<file path="config.mk">
export PLATFORM = sky130hd
export DESIGN_NAME = flash_lock_host
export DESIGN_NICKNAME = d
export VERILOG_FILES = /design/src/core/flash_lock_pkg.sv /design/src/core/flash_cycle_if.sv /design/src/core/flash_lock_host.sv /design/src/core/flash_bus_cycle.sv
export SDC_FILE = /design/constraint.sdc
export NUM_CORES = 1
export LEC_CHECK = 0
export BUFFER_PORTS_ARGS = -buffer_cell sky130_fd_sc_hd__buf_2
export CAP_MARGIN = 20
export CELL_PAD_IN_SITES_DETAIL_PLACEMENT = 0
export CELL_PAD_IN_SITES_GLOBAL_PLACEMENT = 1
export CORE_MARGIN = 5
export CORE_UTILIZATION = 43
export DETAILED_ROUTE_END_ITERATION = 7
export PLACE_DENSITY = 0.77
export REMOVE_ABC_BUFFERS = 1
export SYNTH_ARGS = -nofsm -noshare
export SYNTH_HDL_FRONTEND = slang
export SYNTH_SLANG_ARGS = --single-unit
</file>
<file path="constraint.sdc">
create_clock -name clk_sys -period 2.8 [get_ports clk_sys]
set_input_delay 0.42 -clock clk_sys [delete_from_list [all_inputs] [get_ports clk_sys]]
set_output_delay 0.42 -clock clk_sys [all_outputs]
set_load 0.005 [all_outputs]
</file>
<file path="src/core/flash_lock_pkg.sv">
// constants for the flash lock-bit host sequencer
// assumes an 8-bit command/status data path on the flash bus
package flash_lock_pkg;
    localparam logic [7:0] CMD_LOCK_SETUP   = 8'h60;
    localparam logic [7:0] CMD_LOCK_SET     = 8'h01;
    localparam logic [7:0] CMD_LOCK_CLR_ALL = 8'hD0;
    localparam logic [7:0] CMD_READ_STATUS  = 8'h70;
    localparam logic [7:0] CMD_CLEAR_STATUS = 8'h50;
    localparam logic [7:0] CMD_READ_ARRAY   = 8'hFF;
    localparam int BIT_READY   = 7;
    localparam int BIT_UNLOCK  = 5;
    localparam int BIT_PROGRAM = 4;
    localparam int BIT_SUPPLY  = 3;
    localparam int BIT_PROTECT = 1;
    localparam int ADDR_W = 22;
    // bus cycle phase lengths at 50 MHz
    localparam int PHASE_NS     = 120;
    localparam int CLK_NS       = 20;
    localparam int PHASE_CYCLES = (PHASE_NS + CLK_NS - 1) / CLK_NS;
    localparam logic [3:0] PHASE_LAST = 4'(PHASE_CYCLES - 1);
    // operation codes from the user side
    localparam logic [1:0] OP_SET_LOCK   = 2'h0;
    localparam logic [1:0] OP_CLEAR_ALL  = 2'h1;
    localparam logic [1:0] OP_CLEAR_STAT = 2'h2;
    localparam logic [1:0] OP_READ_ARRAY = 2'h3;
endpackage : flash_lock_pkg

</file>
<file path="src/core/flash_cycle_if.sv">
// carrier between sequencer and bus cycle engine
// assumes one clock domain
`timescale 1ns/1ps
`default_nettype none
interface flash_cycle_if;
    logic        req;
    logic        isWrite;
    logic [21:0] addr;
    logic [7:0]  wdata;
    logic        done;
    logic [7:0]  rdata;
    modport seq (output req, isWrite, addr, wdata, input done, rdata);
    modport eng (input req, isWrite, addr, wdata, output done, rdata);
endinterface : flash_cycle_if
`default_nettype wire

</file>
<file path="src/core/flash_lock_host.sv">
// host sequencer for lock-bit set, clear-all, status check and recovery
// assumes the flash pins of one 8-bit flash device
`timescale 1ns/1ps
`default_nettype none
module flash_lock_host
    import flash_lock_pkg::*;
(
    // clock and reset
    input  wire logic                clk_sys,
    input  wire logic                nrst,
    // user command port
    input  wire logic                opValid,
    output logic                     opReady,
    input  wire logic [1:0]          opCode,
    input  wire logic [flash_lock_pkg::ADDR_W-1:0] opAddr,
    // user result
    output logic                     resValid,
    output logic [7:0]               resStatus,
    output logic                     errSequence,
    output logic                     errProgram,
    output logic                     errUnlock,
    output logic                     errSupply,
    output logic                     errProtect,
    output logic                     errPending,
    // flash pins
    output logic [flash_lock_pkg::ADDR_W-1:0] flashAddr,
    output logic                     flashCe_n,
    output logic                     flashWe_n,
    output logic                     flashOe_n,
    input  wire logic [7:0]          flashDataIn,
    output logic [7:0]               flashDataOut,
    output logic                     flashDataOe
);
    import flash_lock_pkg::*;

    typedef enum logic [7:0] {
        S_IDLE   = 8'b00000001,
        S_SETUP  = 8'b00000010,
        S_CONF   = 8'b00000100,
        S_POLL   = 8'b00001000,
        S_CHECK  = 8'b00010000,
        S_CLRST  = 8'b00100000,
        S_ARRAY  = 8'b01000000,
        S_RSTAT  = 8'b10000000
    } seq_e;

    seq_e              state, next_state;
    logic [1:0]        op, next_op;
    logic [ADDR_W-1:0] addr, next_addr;
    logic [7:0]        status, next_status;
    logic              pend, next_pend;
    logic              rv, next_rv;

    flash_cycle_if cyc ();

    flash_bus_cycle u_cycle (
        .clk_sys      (clk_sys),
        .nrst         (nrst),
        .cyc          (cyc),
        .flashAddr    (flashAddr),
        .flashCe_n    (flashCe_n),
        .flashWe_n    (flashWe_n),
        .flashOe_n    (flashOe_n),
        .flashDataIn  (flashDataIn),
        .flashDataOut (flashDataOut),
        .flashDataOe  (flashDataOe)
    );

    always_comb begin
        next_state  = state;
        next_op     = op;
        next_addr   = addr;
        next_status = status;
        next_pend   = pend;
        next_rv     = 1'b0;
        cyc.req     = 1'b0;
        cyc.isWrite = 1'b1;
        cyc.addr    = addr;
        cyc.wdata   = CMD_LOCK_SETUP;
        case (state)
            S_IDLE: begin
                if (opValid) begin
                    next_op   = opCode;
                    next_addr = opAddr;
                    case (opCode)
                        OP_CLEAR_STAT: next_state = S_CLRST;
                        OP_READ_ARRAY: next_state = S_ARRAY;
                        default:       next_state = S_SETUP;
                    endcase
                end
            end
            S_SETUP: begin
                cyc.req   = 1'b1;
                cyc.wdata = CMD_LOCK_SETUP;
                if (cyc.done)
                    next_state = S_CONF;
            end
            S_CONF: begin
                cyc.req   = 1'b1;
                cyc.wdata = (op == OP_SET_LOCK) ? CMD_LOCK_SET
                                                : CMD_LOCK_CLR_ALL;
                if (cyc.done)
                    next_state = S_POLL;
            end
            S_POLL: begin
                cyc.req     = 1'b1;
                cyc.isWrite = 1'b0;
                if (cyc.done) begin
                    next_status = cyc.rdata;
                    if (cyc.rdata[BIT_READY])
                        next_state = S_CHECK;
                end
            end
            S_CHECK: begin
                next_rv    = 1'b1;
                next_state = S_IDLE;
                // flags accumulate; only clear-status drops pend
                next_pend  = pend | status[BIT_UNLOCK] | status[BIT_PROGRAM]
                           | status[BIT_SUPPLY] | status[BIT_PROTECT];
            end
            S_CLRST: begin
                cyc.req   = 1'b1;
                cyc.wdata = CMD_CLEAR_STATUS;
                if (cyc.done) begin
                    next_pend  = 1'b0;
                    next_state = S_RSTAT;
                end
            end
            S_RSTAT: begin
                cyc.req   = 1'b1;
                cyc.wdata = CMD_READ_STATUS;
                if (cyc.done)
                    next_state = S_POLL;
            end
            S_ARRAY: begin
                cyc.req   = 1'b1;
                cyc.wdata = CMD_READ_ARRAY;
                if (cyc.done) begin
                    next_state = S_IDLE;
                    next_rv    = 1'b1;
                end
            end
            default: next_state = S_IDLE;
        endcase
    end

    always_ff @(posedge clk_sys or negedge nrst) begin
        if (!nrst) begin
            state  <= S_IDLE;
            op     <= OP_SET_LOCK;
            addr   <= '0;
            status <= 8'h00;
            pend   <= 1'b0;
            rv     <= 1'b0;
        end else begin
            state  <= next_state;
            op     <= next_op;
            addr   <= next_addr;
            status <= next_status;
            pend   <= next_pend;
            rv     <= next_rv;
        end
    end

    assign opReady   = (state == S_IDLE);
    assign resValid  = rv;
    assign resStatus = status;
    assign errPending = pend;
    // decode of bits 5, 4, 3 and 1
    assign errSequence = status[BIT_UNLOCK] & status[BIT_PROGRAM];
    assign errProgram  = status[BIT_PROGRAM] & ~status[BIT_UNLOCK];
    assign errUnlock   = status[BIT_UNLOCK] & ~status[BIT_PROGRAM];
    assign errSupply   = status[BIT_SUPPLY];
    assign errProtect  = status[BIT_PROTECT];

    poll_ready_a: assert property (@(posedge clk_sys)
        disable iff (!nrst)
        $rose(resValid) && $past(state) == S_CHECK |-> resStatus[BIT_READY])
        else $error("result given before device ready");
    seq_decode_a: assert property (@(posedge clk_sys)
        disable iff (!nrst)
        errSequence |-> !errProgram && !errUnlock)
        else $error("sequence error also decoded as fail");
    setup_code_a: assert property (@(posedge clk_sys)
        disable iff (!nrst)
        $fell(flashWe_n) && state == S_SETUP
        |-> flashDataOut == 8'h60 && flashAddr == addr)
        else $error("setup code wrong");
    confirm_code_a: assert property (@(posedge clk_sys)
        disable iff (!nrst)
        $fell(flashWe_n) && state == S_CONF
        |-> flashDataOut == (op == OP_SET_LOCK ? 8'h01 : 8'hD0))
        else $error("confirm code wrong");
    pend_sticky_a: assert property (@(posedge clk_sys)
        disable iff (!nrst)
        pend && !(state == S_CLRST && cyc.done) |=> pend)
        else $error("pending error dropped");
    array_cmd_a: assert property (@(posedge clk_sys)
        disable iff (!nrst)
        $fell(flashWe_n) && state == S_ARRAY |-> flashDataOut == 8'hFF)
        else $error("read array code wrong");
    clear_pend_a: assert property (@(posedge clk_sys)
        disable iff (!nrst)
        state == S_CLRST && cyc.done |=> !pend)
        else $error("pending not cleared");
    pend_set_a: assert property (@(posedge clk_sys)
        disable iff (!nrst)
        state == S_CHECK && status[BIT_SUPPLY] |=> pend)
        else $error("supply fault not recorded");
    pend_fault_a: assert property (@(posedge clk_sys)
        disable iff (!nrst)
        state == S_CHECK && (status[BIT_UNLOCK] || status[BIT_PROGRAM]
        || status[BIT_PROTECT]) |=> pend)
        else $error("fault not recorded");
    clear_cmd_a: assert property (@(posedge clk_sys)
        disable iff (!nrst)
        $fell(flashWe_n) && state == S_CLRST |-> flashDataOut == 8'h50)
        else $error("clear status code wrong");
    poll_read_a: assert property (@(posedge clk_sys)
        disable iff (!nrst)
        $fell(flashOe_n) |-> state == S_POLL)
        else $error("read cycle outside status poll");
endmodule : flash_lock_host
`default_nettype wire

</file>
<file path="src/core/flash_bus_cycle.sv">
// one asynchronous read or write cycle on the flash pins
// assumes data pins pass two flops before use
`timescale 1ns/1ps
`default_nettype none
module flash_bus_cycle
    import flash_lock_pkg::*;
(
    // clock and reset
    input  wire logic    clk_sys,
    input  wire logic    nrst,
    // sequencer side
    flash_cycle_if.eng   cyc,
    // flash pins
    output logic [21:0]  flashAddr,
    output logic         flashCe_n,
    output logic         flashWe_n,
    output logic         flashOe_n,
    input  wire logic [7:0] flashDataIn,
    output logic [7:0]   flashDataOut,
    output logic         flashDataOe
);
    import flash_lock_pkg::*;
    typedef enum logic [2:0] {
        C_IDLE = 3'b001,
        C_ACT  = 3'b010,
        C_REC  = 3'b100
    } cyc_e;
    cyc_e       state, next_state;
    logic [3:0] cnt, next_cnt;
    logic [7:0] syncA, syncB, rdata, next_rdata;
    logic [21:0] next_addr;
    logic [7:0] next_dout;
    logic       isWr, next_isWr;

    always_comb begin
        next_state = state;
        next_cnt   = cnt;
        next_rdata = rdata;
        next_addr  = flashAddr;
        next_dout  = flashDataOut;
        next_isWr  = isWr;
        cyc.done   = 1'b0;
        case (state)
            C_IDLE: begin
                if (cyc.req) begin
                    next_state = C_ACT;
                    next_cnt   = 4'h0;
                    next_addr  = cyc.addr;
                    next_dout  = cyc.wdata;
                    next_isWr  = cyc.isWrite;
                end
            end
            C_ACT: begin
                next_cnt = cnt + 4'h1;
                if (cnt == PHASE_LAST) begin
                    next_state = C_REC;
                    next_cnt   = 4'h0;
                    next_rdata = syncB;
                end
            end
            C_REC: begin
                next_cnt = cnt + 4'h1;
                if (cnt == PHASE_LAST) begin
                    next_state = C_IDLE;
                    cyc.done   = 1'b1;
                end
            end
            default: next_state = C_IDLE;
        endcase
    end

    always_ff @(posedge clk_sys or negedge nrst) begin
        if (!nrst) begin
            state        <= C_IDLE;
            cnt          <= 4'h0;
            rdata        <= 8'h00;
            syncA        <= 8'h00;
            syncB        <= 8'h00;
            flashAddr    <= '0;
            flashDataOut <= 8'h00;
            isWr         <= 1'b0;
        end else begin
            state        <= next_state;
            cnt          <= next_cnt;
            rdata        <= next_rdata;
            syncA        <= flashDataIn;
            syncB        <= syncA;
            flashAddr    <= next_addr;
            flashDataOut <= next_dout;
            isWr         <= next_isWr;
        end
    end

    assign cyc.rdata   = rdata;
    assign flashCe_n   = (state != C_ACT);
    assign flashWe_n   = !((state == C_ACT) && isWr);
    assign flashOe_n   = !((state == C_ACT) && !isWr);
    assign flashDataOe = (state != C_IDLE) && isWr;
endmodule : flash_bus_cycle
`default_nettype wire

</file>
==> flow_summary_export.csv, run 1 <==
group,metric,value,unit
die,chipWidth,108,um
layout,fin_nets,472,
setup_path,reg2reg_from,"state[7]",
setup_path,endpoint_kind,"flip-flop",
drt,first_iter_violations,96,
die,initial_utilization,44.5,%
setup_path,worstSetupPathType,"reg -> reg",
placed_design,gpl.final_weighted_congestion,0.867,
setup_path,critical_path.max_stage_delay,0.54,ns
layout,final_core_utilization,51.9,%
timing,timing.final.hold_violations,0,
timing,fmaxAchievable,417,MHz
global_routing,grt_pass1_wl,13700,um
setup_path,critPathSlowestCell,"sky130_fd_sc_hd__or4b_1",
timing,final-setup-viol-count,0,
clock_network,cts_tree,"done",
synthesis,synth_xor_area_share,0.636,%
timing,final.setup_skew,0.0128,ns
layout,fillerInstances,881,
synthesis,ff_latch_count_synth,102,
setup_path,cpMostUsedCell,"sky130_fd_sc_hd__nand2_1",
clock_network,worst_skew_pair.late_latency,0.36,ns
run,timing.max_cap.violations,0,
global_routing,antenna_found_initial,0,
drt,firstDrtPassIters,4,
synthesis,synthFlopType,"sky130_fd_sc_hd__dfrtp_1",
clock_network,ctsHtreeMaxLevel,3,
clock_network,cts_made_buffers,9,
power_and_ir_drop,total_leakage_power,2.43,nW
drt,route.detailed.wl_per_inst,14.8,um
synthesis,synth.yosys.warnings,0,
setup_path,critical_path.max_fanout,16,
setup_path,worst-endpoint-required,3.05,ns
synthesis,synth_top_family_by_area,"simple AND/OR/NAND/NOR gates",
global_routing,gr-total-overflow,0,
synthesis,yosysUniqueCellTypes,51,
clock_network,cts_repair_resize_count,0,
timing,final.min_clock_period,2.40,ns
drt,num_vias,2794,
placed_design,detailed_place_hpwl,6020,um
setup_path,setup.worst_path.start_class,"flip-flop",
clock_network,clock_path_buffers,2,
clock_network,clock-sinks,102,
power_and_ir_drop,pwr_density_cell,996,nW/um^2
layout,seq_area,2550,um^2
synthesis,synth_seq_area_share,61.8,%
drt,drcViolationCount,0,
clock_network,cts_root_buf,"sky130_fd_sc_hd__clkbuf_8",
timing,setup_repair_after_global_routing_missed_its_margin,"no",
synthesis,synthCells,350,
clock_network,number_of_hold_repair_buffers_added_at_the_cts_stage,0,
layout,areaGrowthSynthToFinish,16.7,%
timing,setup-tns-final,0,ns
timing,worst_slew_pin_slew,0.632,ns
timing,share_of_the_clock_period_used_by_the_worst_path,85.7,%
layout,layout_cell_share_with_drive_strength_beyond_1,33.0,%
die,die_height,108,um
timing,slew_violations,0,
timing,slew_headroom,57.5,%
global_routing,vias_in_the_first_global_route,2749,
synthesis,number_of_flops_mapped_to_enable_cells_by_yosys,0,
global_routing,grt_use_total,15.2,%
synthesis,synth_fa_ha_area_share,0.606,%
setup_path,crit_path_cell_trace,"or4b_1, a311o_1, a21o_1, buf_4, nand2_1, nand2_1",
synthesis,synth_compound_area_share,6.87,%
clock_network,cts_setup_buffers,0,
die,design.die.area,11700,um^2
synthesis,synth.avg_cell_area,11.8,um^2
setup_path,cp.arrival,2.65,ns
hold_path,hold_class,"in -> async",
drt,routed_wl,8400,um
die,core_area,9280,um^2
layout,multiInputGateArea,1440,um^2
die,fp-row-count,35,
drt,vias_per_cell,4.91,
synthesis,share_of_cell_area_taken_by_muxes_after_synthesis,11.2,%
clock_network,cts.clk_slew.worst_paths,0.09,ns
synthesis,synth_simple_gate_area_share,15.6,%
setup_path,worst_setup_path_startpoint,"state[7]",
drt,ant_nets,0,
power_and_ir_drop,vdd.ir_drop.worst,0.465,mV
synthesis,synth.cell_area,4130,um^2
outcome,status,"complete, no violations",
layout,n_antenna_cell,0,
die,top_level_pins,85,
synthesis,asyncSetResetFlopFracSynth,100,%
placed_design,numPortBuffers,84,
global_routing,grt_start_max_net_pins,46,
[worst max-delay path, delay by kind of cell (launching register included)]
family | cells | cell delay (ns)
buffers and inverters | 1 | 0.29
AO/OA/AOI/OAI | 2 | 0.81
AND/OR/NAND/NOR | 3 | 0.67
flip-flops | 1 | 0.52
[cells in the mapped netlist, types with 3 or more instances]
cell type                    n  area, um^2
sky130_fd_sc_hd__a21o_1      3        22.5
sky130_fd_sc_hd__a21oi_1    11        55.1
sky130_fd_sc_hd__buf_2       3        15.0
sky130_fd_sc_hd__buf_4       5        37.5
sky130_fd_sc_hd__buf_6       5        56.3
sky130_fd_sc_hd__clkbuf_1    3        11.3
sky130_fd_sc_hd__dfrtp_1   100        2500
sky130_fd_sc_hd__inv_1       3        11.3
sky130_fd_sc_hd__mux2_1     10         113
sky130_fd_sc_hd__mux2_2     31         349
sky130_fd_sc_hd__nand2_1    81         304
sky130_fd_sc_hd__nor2_1     18        67.6
sky130_fd_sc_hd__nor2b_1     9        56.3
sky130_fd_sc_hd__nor3_1      3        15.0
sky130_fd_sc_hd__o21ai_0     6        30.0
sky130_fd_sc_hd__o21ai_1     9        45.0
sky130_fd_sc_hd__xnor2_1     3        26.3
[stage by stage]
step	std cells	hold WS (ns)	power, mW	worst slack [ns]	cell area [um^2]
floorplan	334	0.124	3.38	0.570	4010
global placement	553	0.331	3.99	0.444	4650
detailed placement	553	0.337	4.06	0.392	4650
CTS	569	0.0599	4.89	0.373	4820
global route	569	0.0971	5.19	0.197	4820
finish	569	0.0563	4.80	0.399	4820
[flip-flops by register name, summed over array words and instances (netlist names)]
signal / cells
addr: 22
errPending: 1
op: 2
resStatus: 8
resValid: 1
state: 8
u_cycle.cnt: 4
u_cycle.cyc.rdata: 8
u_cycle.flashAddr: 22
u_cycle.flashDataOut: 6
u_cycle.isWr: 1
u_cycle.state: 3
u_cycle.syncA: 8
u_cycle.syncB: 8
[area by class of cell]
class | count | area share, %
flip-flops and latches | 102 | 53.0
multi-input cells | 228 | 29.9
repair buffers | 90 | 9.97
well taps | 129 | 3.35
clock buffers | 11 | 2.73
clock inverters | 5 | 0.727
inverters | 4 | 0.312
[routing by layer]
layer | vias up | GRT usage (%) | part of all wire, %
met3 | 10 | 3.28 | 4.5
met1 | 1370 | 20.2 | 45
met2 | 61 | 24.6 | 49
li1 | 1353 | - | -
met4 | 0 | 5.50 | 1.6
met5 | - | 0 | 0
[layout by cell type, fill, tap and decap left out, types with 2 or more instances in the layout]
cell and instances:
sky130_fd_sc_hd__nand3b_1 2, sky130_fd_sc_hd__o31ai_1 2, sky130_fd_sc_hd__nor3_1 3, sky130_fd_sc_hd__buf_4 6
sky130_fd_sc_hd__nor2_1 18, sky130_fd_sc_hd__a31oi_1 2, sky130_fd_sc_hd__nand2b_1 2, sky130_fd_sc_hd__o21ai_1 9
sky130_fd_sc_hd__dfstp_2 2, sky130_fd_sc_hd__a21oi_1 11, sky130_fd_sc_hd__ha_1 2, sky130_fd_sc_hd__clkbuf_8 9
sky130_fd_sc_hd__nand3_1 2, sky130_fd_sc_hd__nand2_1 81, sky130_fd_sc_hd__nor4_1 2, sky130_fd_sc_hd__and2_1 2
sky130_fd_sc_hd__mux2_1 10, sky130_fd_sc_hd__mux2_2 31, sky130_fd_sc_hd__xnor2_1 3, sky130_fd_sc_hd__o21ai_0 6
sky130_fd_sc_hd__dfrtp_1 100, sky130_fd_sc_hd__nor3b_1 2, sky130_fd_sc_hd__o21a_1 2, sky130_fd_sc_hd__nor2b_1 9
sky130_fd_sc_hd__or3_1 2, sky130_fd_sc_hd__or4_1 2, sky130_fd_sc_hd__buf_2 83, sky130_fd_sc_hd__a21o_1 3
sky130_fd_sc_hd__clkinv_2 2, sky130_fd_sc_hd__inv_1 3, sky130_fd_sc_hd__clkbuf_1 2
[cell families after synthesis]
family,Yosys count
AOI/OAI and AO/OA,44
adders and majority gates,2
DFF,102
muxes,41
and+or+nand+nor,138
xor gates and xnor gates,3
buffers and inverters,20
[final timing paths]
path / cells past startpoint / slack, ns / end
setup / recovery: 6 / 0.40 / u_cycle.flashAddr[18]
setup reg to reg: 6 / 0.40 / u_cycle.flashAddr[18]
hold reg to reg: 0 / 0.35 / u_cycle.syncB[6]
min in group clk_sys: 1 / 0.17 / u_cycle.syncA[2]
hold / removal: 1 / 0.06 / resStatus[0]
max in group asynchronous: 2 / 1.99 / u_cycle.state[0]
[power by group]
group | internal, mW | switching (mW)
combinational | 0.820 | 0.961
sequential | 1.92 | 0.278
clock | 0.326 | 0.489
total | 3.07 | 1.73
Power figures use the tool's default switching activity.
==> run 2: changes to the inputs <==
--- a/config.mk
+++ b/config.mk
@@ -9,10 +9,10 @@
 export CAP_MARGIN = 20
 export CELL_PAD_IN_SITES_DETAIL_PLACEMENT = 0
 export CELL_PAD_IN_SITES_GLOBAL_PLACEMENT = 1
-export CORE_MARGIN = 5
-export CORE_UTILIZATION = 43
+export CORE_MARGIN = 1
+export CORE_UTILIZATION = 35
 export DETAILED_ROUTE_END_ITERATION = 7
-export PLACE_DENSITY = 0.77
+export PLACE_DENSITY = 0.67
 export REMOVE_ABC_BUFFERS = 1
 export SYNTH_ARGS = -nofsm -noshare
 export SYNTH_HDL_FRONTEND = slang
==> constraint.sdc (replaced) <==
create_clock -name clk_sys -period 2.14 [get_ports clk_sys]
set_input_delay 0.321 -clock clk_sys [delete_from_list [all_inputs] [get_ports clk_sys]]
set_output_delay 0.321 -clock clk_sys [all_outputs]
set_load 0.005 [all_outputs]
==> flow_summary_export.csv, run 2 (synthesized netlist as in run 1, its figures left out) <==
group,metric,value,unit
clock_network,ctsHtreeMaxLevel,3,
timing,final.setup_skew,0.00673,ns
drt,firstDrtPassIters,4,
global_routing,antenna_found_initial,0,
global_routing,gr-total-overflow,0,
global_routing,vias_in_the_first_global_route,2930,
clock_network,clock-sinks,102,
global_routing,grt_pass1_wl,15000,um
clock_network,cts_root_buf,"sky130_fd_sc_hd__clkbuf_16",
power_and_ir_drop,power.total,7.66,mW
timing,slew_headroom,64.5,%
clock_network,cts.clk_slew.worst_paths,0.07,ns
global_routing,grt_use_total,15.6,%
timing,setup_repair_after_global_routing_missed_its_margin,"yes",
layout,layout_cell_share_with_drive_strength_beyond_1,39.2,%
timing,worst_slew_pin_slew,0.527,ns
clock_network,cts_made_buffers,9,
placed_design,placed_cell_area,4890,um^2
timing,final-setup-viol-count,0,
placed_design,numPortBuffers,84,
power_and_ir_drop,vdd.ir_drop.worst,0.538,mV
power_and_ir_drop,pwr_density_cell,1430,nW/um^2
layout,final_cells,610,
layout,fillerInstances,1067,
placed_design,gpl.final_weighted_congestion,0.781,
die,chipWidth,111,um
layout,layout_commonest_cell,"sky130_fd_sc_hd__dfrtp_1",
layout,most-common-layout-cells,"sky130_fd_sc_hd__dfrtp_1, sky130_fd_sc_hd__buf_2, sky130_fd_sc_hd__nand2_1",
setup_path,cp.arrival,2.33,ns
hold_path,hold_class,"in -> reg",
die,die_height,111,um
placed_design,dpl.cell_count,589,
layout,areaGrowthSynthToFinish,29.5,%
placed_design,detailed_place_hpwl,6190,um
setup_path,endpoint_kind,"flip-flop",
drt,first_iter_violations,106,
global_routing,grt_start_max_net_pins,44,
layout,seq_area,2560,um^2
die,initial_utilization,36.0,%
setup_path,setup.worst_path.start_class,"flip-flop",
power_and_ir_drop,total_leakage_power,2.68,nW
die,fp-row-count,39,
outcome,status,"complete, no violations",
setup_path,worst-endpoint-required,2.37,ns
drt,ant_nets,0,
clock_network,clock_path_buffers,2,
die,design.die.area,12200,um^2
drt,num_vias,2936,
drt,route.detailed.wl_per_inst,14.9,um
layout,fin_nets,499,
layout,n_antenna_cell,0,
run,timing.max_cap.violations,0,
layout,post-route-cell-area,5350,um^2
setup_path,critical_path.max_fanout,7,
drt,drcViolationCount,0,
timing,timing.final.hold_violations,0,
drt,routed_wl,9100,um
drt,vias_per_cell,4.81,
timing,share_of_the_clock_period_used_by_the_worst_path,98.2,%
timing,final.min_clock_period,2.10,ns
timing,slew_violations,0,
timing,fmaxAchievable,476,MHz
clock_network,worst_skew_pair.late_latency,0.34,ns
die,core_area,11500,um^2
die,top_level_pins,85,
setup_path,worstSetupPathType,"reg -> reg",
layout,layout_top_registers,"addr (22), u_cycle.flashAddr (22)",
clock_network,cts_tree,"done",
layout,multiInputGateArea,1500,um^2
-- run 2: cell types whose count changed in the layout (fill, tap and decap cells not counted), moves of 4 or more --
cell	change
sky130_fd_sc_hd__clkbuf_16	+11
sky130_fd_sc_hd__clkbuf_8	-9
sky130_fd_sc_hd__buf_12	+4
sky130_fd_sc_hd__buf_4	+19
-- run 2: area by class of cell --
cell class,instances,area share [%]
clock buffers,10,4.28
clock inverters,6,1.78
inverters,4,0.281
multi-input cells,228,28.1
flip-flops and latches,102,47.8
well taps,143,3.34
repair buffers,117,14.5
-- run 2: path summary, 6_finish.rpt --
kind                            cells past startpoint  slack [ns]                 endpoint        startpoint
max in group asynchronous                           3        0.98                 state[0]              nrst
worst min register to register                      0        0.34         u_cycle.syncB[5]  u_cycle.syncA[5]
worst max register to register                      5        0.04  u_cycle.flashDataOut[0]          state[2]
min in group asynchronous                           2        0.50             resStatus[2]              nrst
worst max-delay path                                5        0.04  u_cycle.flashDataOut[0]          state[2]
worst min-delay path                                1        0.08         u_cycle.syncA[2]    flashDataIn[2]
-- run 2: critical path: stages, from the launching register on --
cell	delay, ns
sky130_fd_sc_hd__dfrtp_2	0.43
sky130_fd_sc_hd__or4b_4	0.55
sky130_fd_sc_hd__a311o_1	0.41
sky130_fd_sc_hd__a21o_4	0.28
sky130_fd_sc_hd__buf_12	0.14
sky130_fd_sc_hd__a21o_1	0.17
-- run 2: per-layer routing --
metal  track usage (%)  routed length (um)
met5                 0                   0
met3              3.95                 506
met2              23.9                4280
met4              6.76                 166
met1              20.9                4150
-- run 2: repair_timing --
item	in CTS	in global routing
endpoints found under the hold margin	39	0
setup buffers	0	2
resized for setup	1	15
gates cloned	0	2
pin swaps	0	5
endpoints found under the setup margin	1	18
hold buffers	1	0
-- run 2: metrics by stage --
step | hold slack, ns | setup WS, ns | util [%] | TNS (ns)
floorplan | 0.0254 | -0.0901 | - | -0.0910
global placement | 0.332 | 0.0628 | 42.6 | 0
detailed placement | 0.336 | 0.0266 | 42.6 | 0
CTS | 0.0702 | 0.00606 | 45.5 | 0
global route | 0.0763 | -0.0161 | 46.7 | -0.0911
finish | 0.0844 | 0.0388 | 46.7 | 0
-- run 2: power breakdown --
part	internal [mW]	total [mW]	switching, mW
Combinational	1.56	3.00	1.44
Clock	1.04	1.77	0.739
Sequential	2.52	2.89	0.361
Total	5.12	7.66	2.54
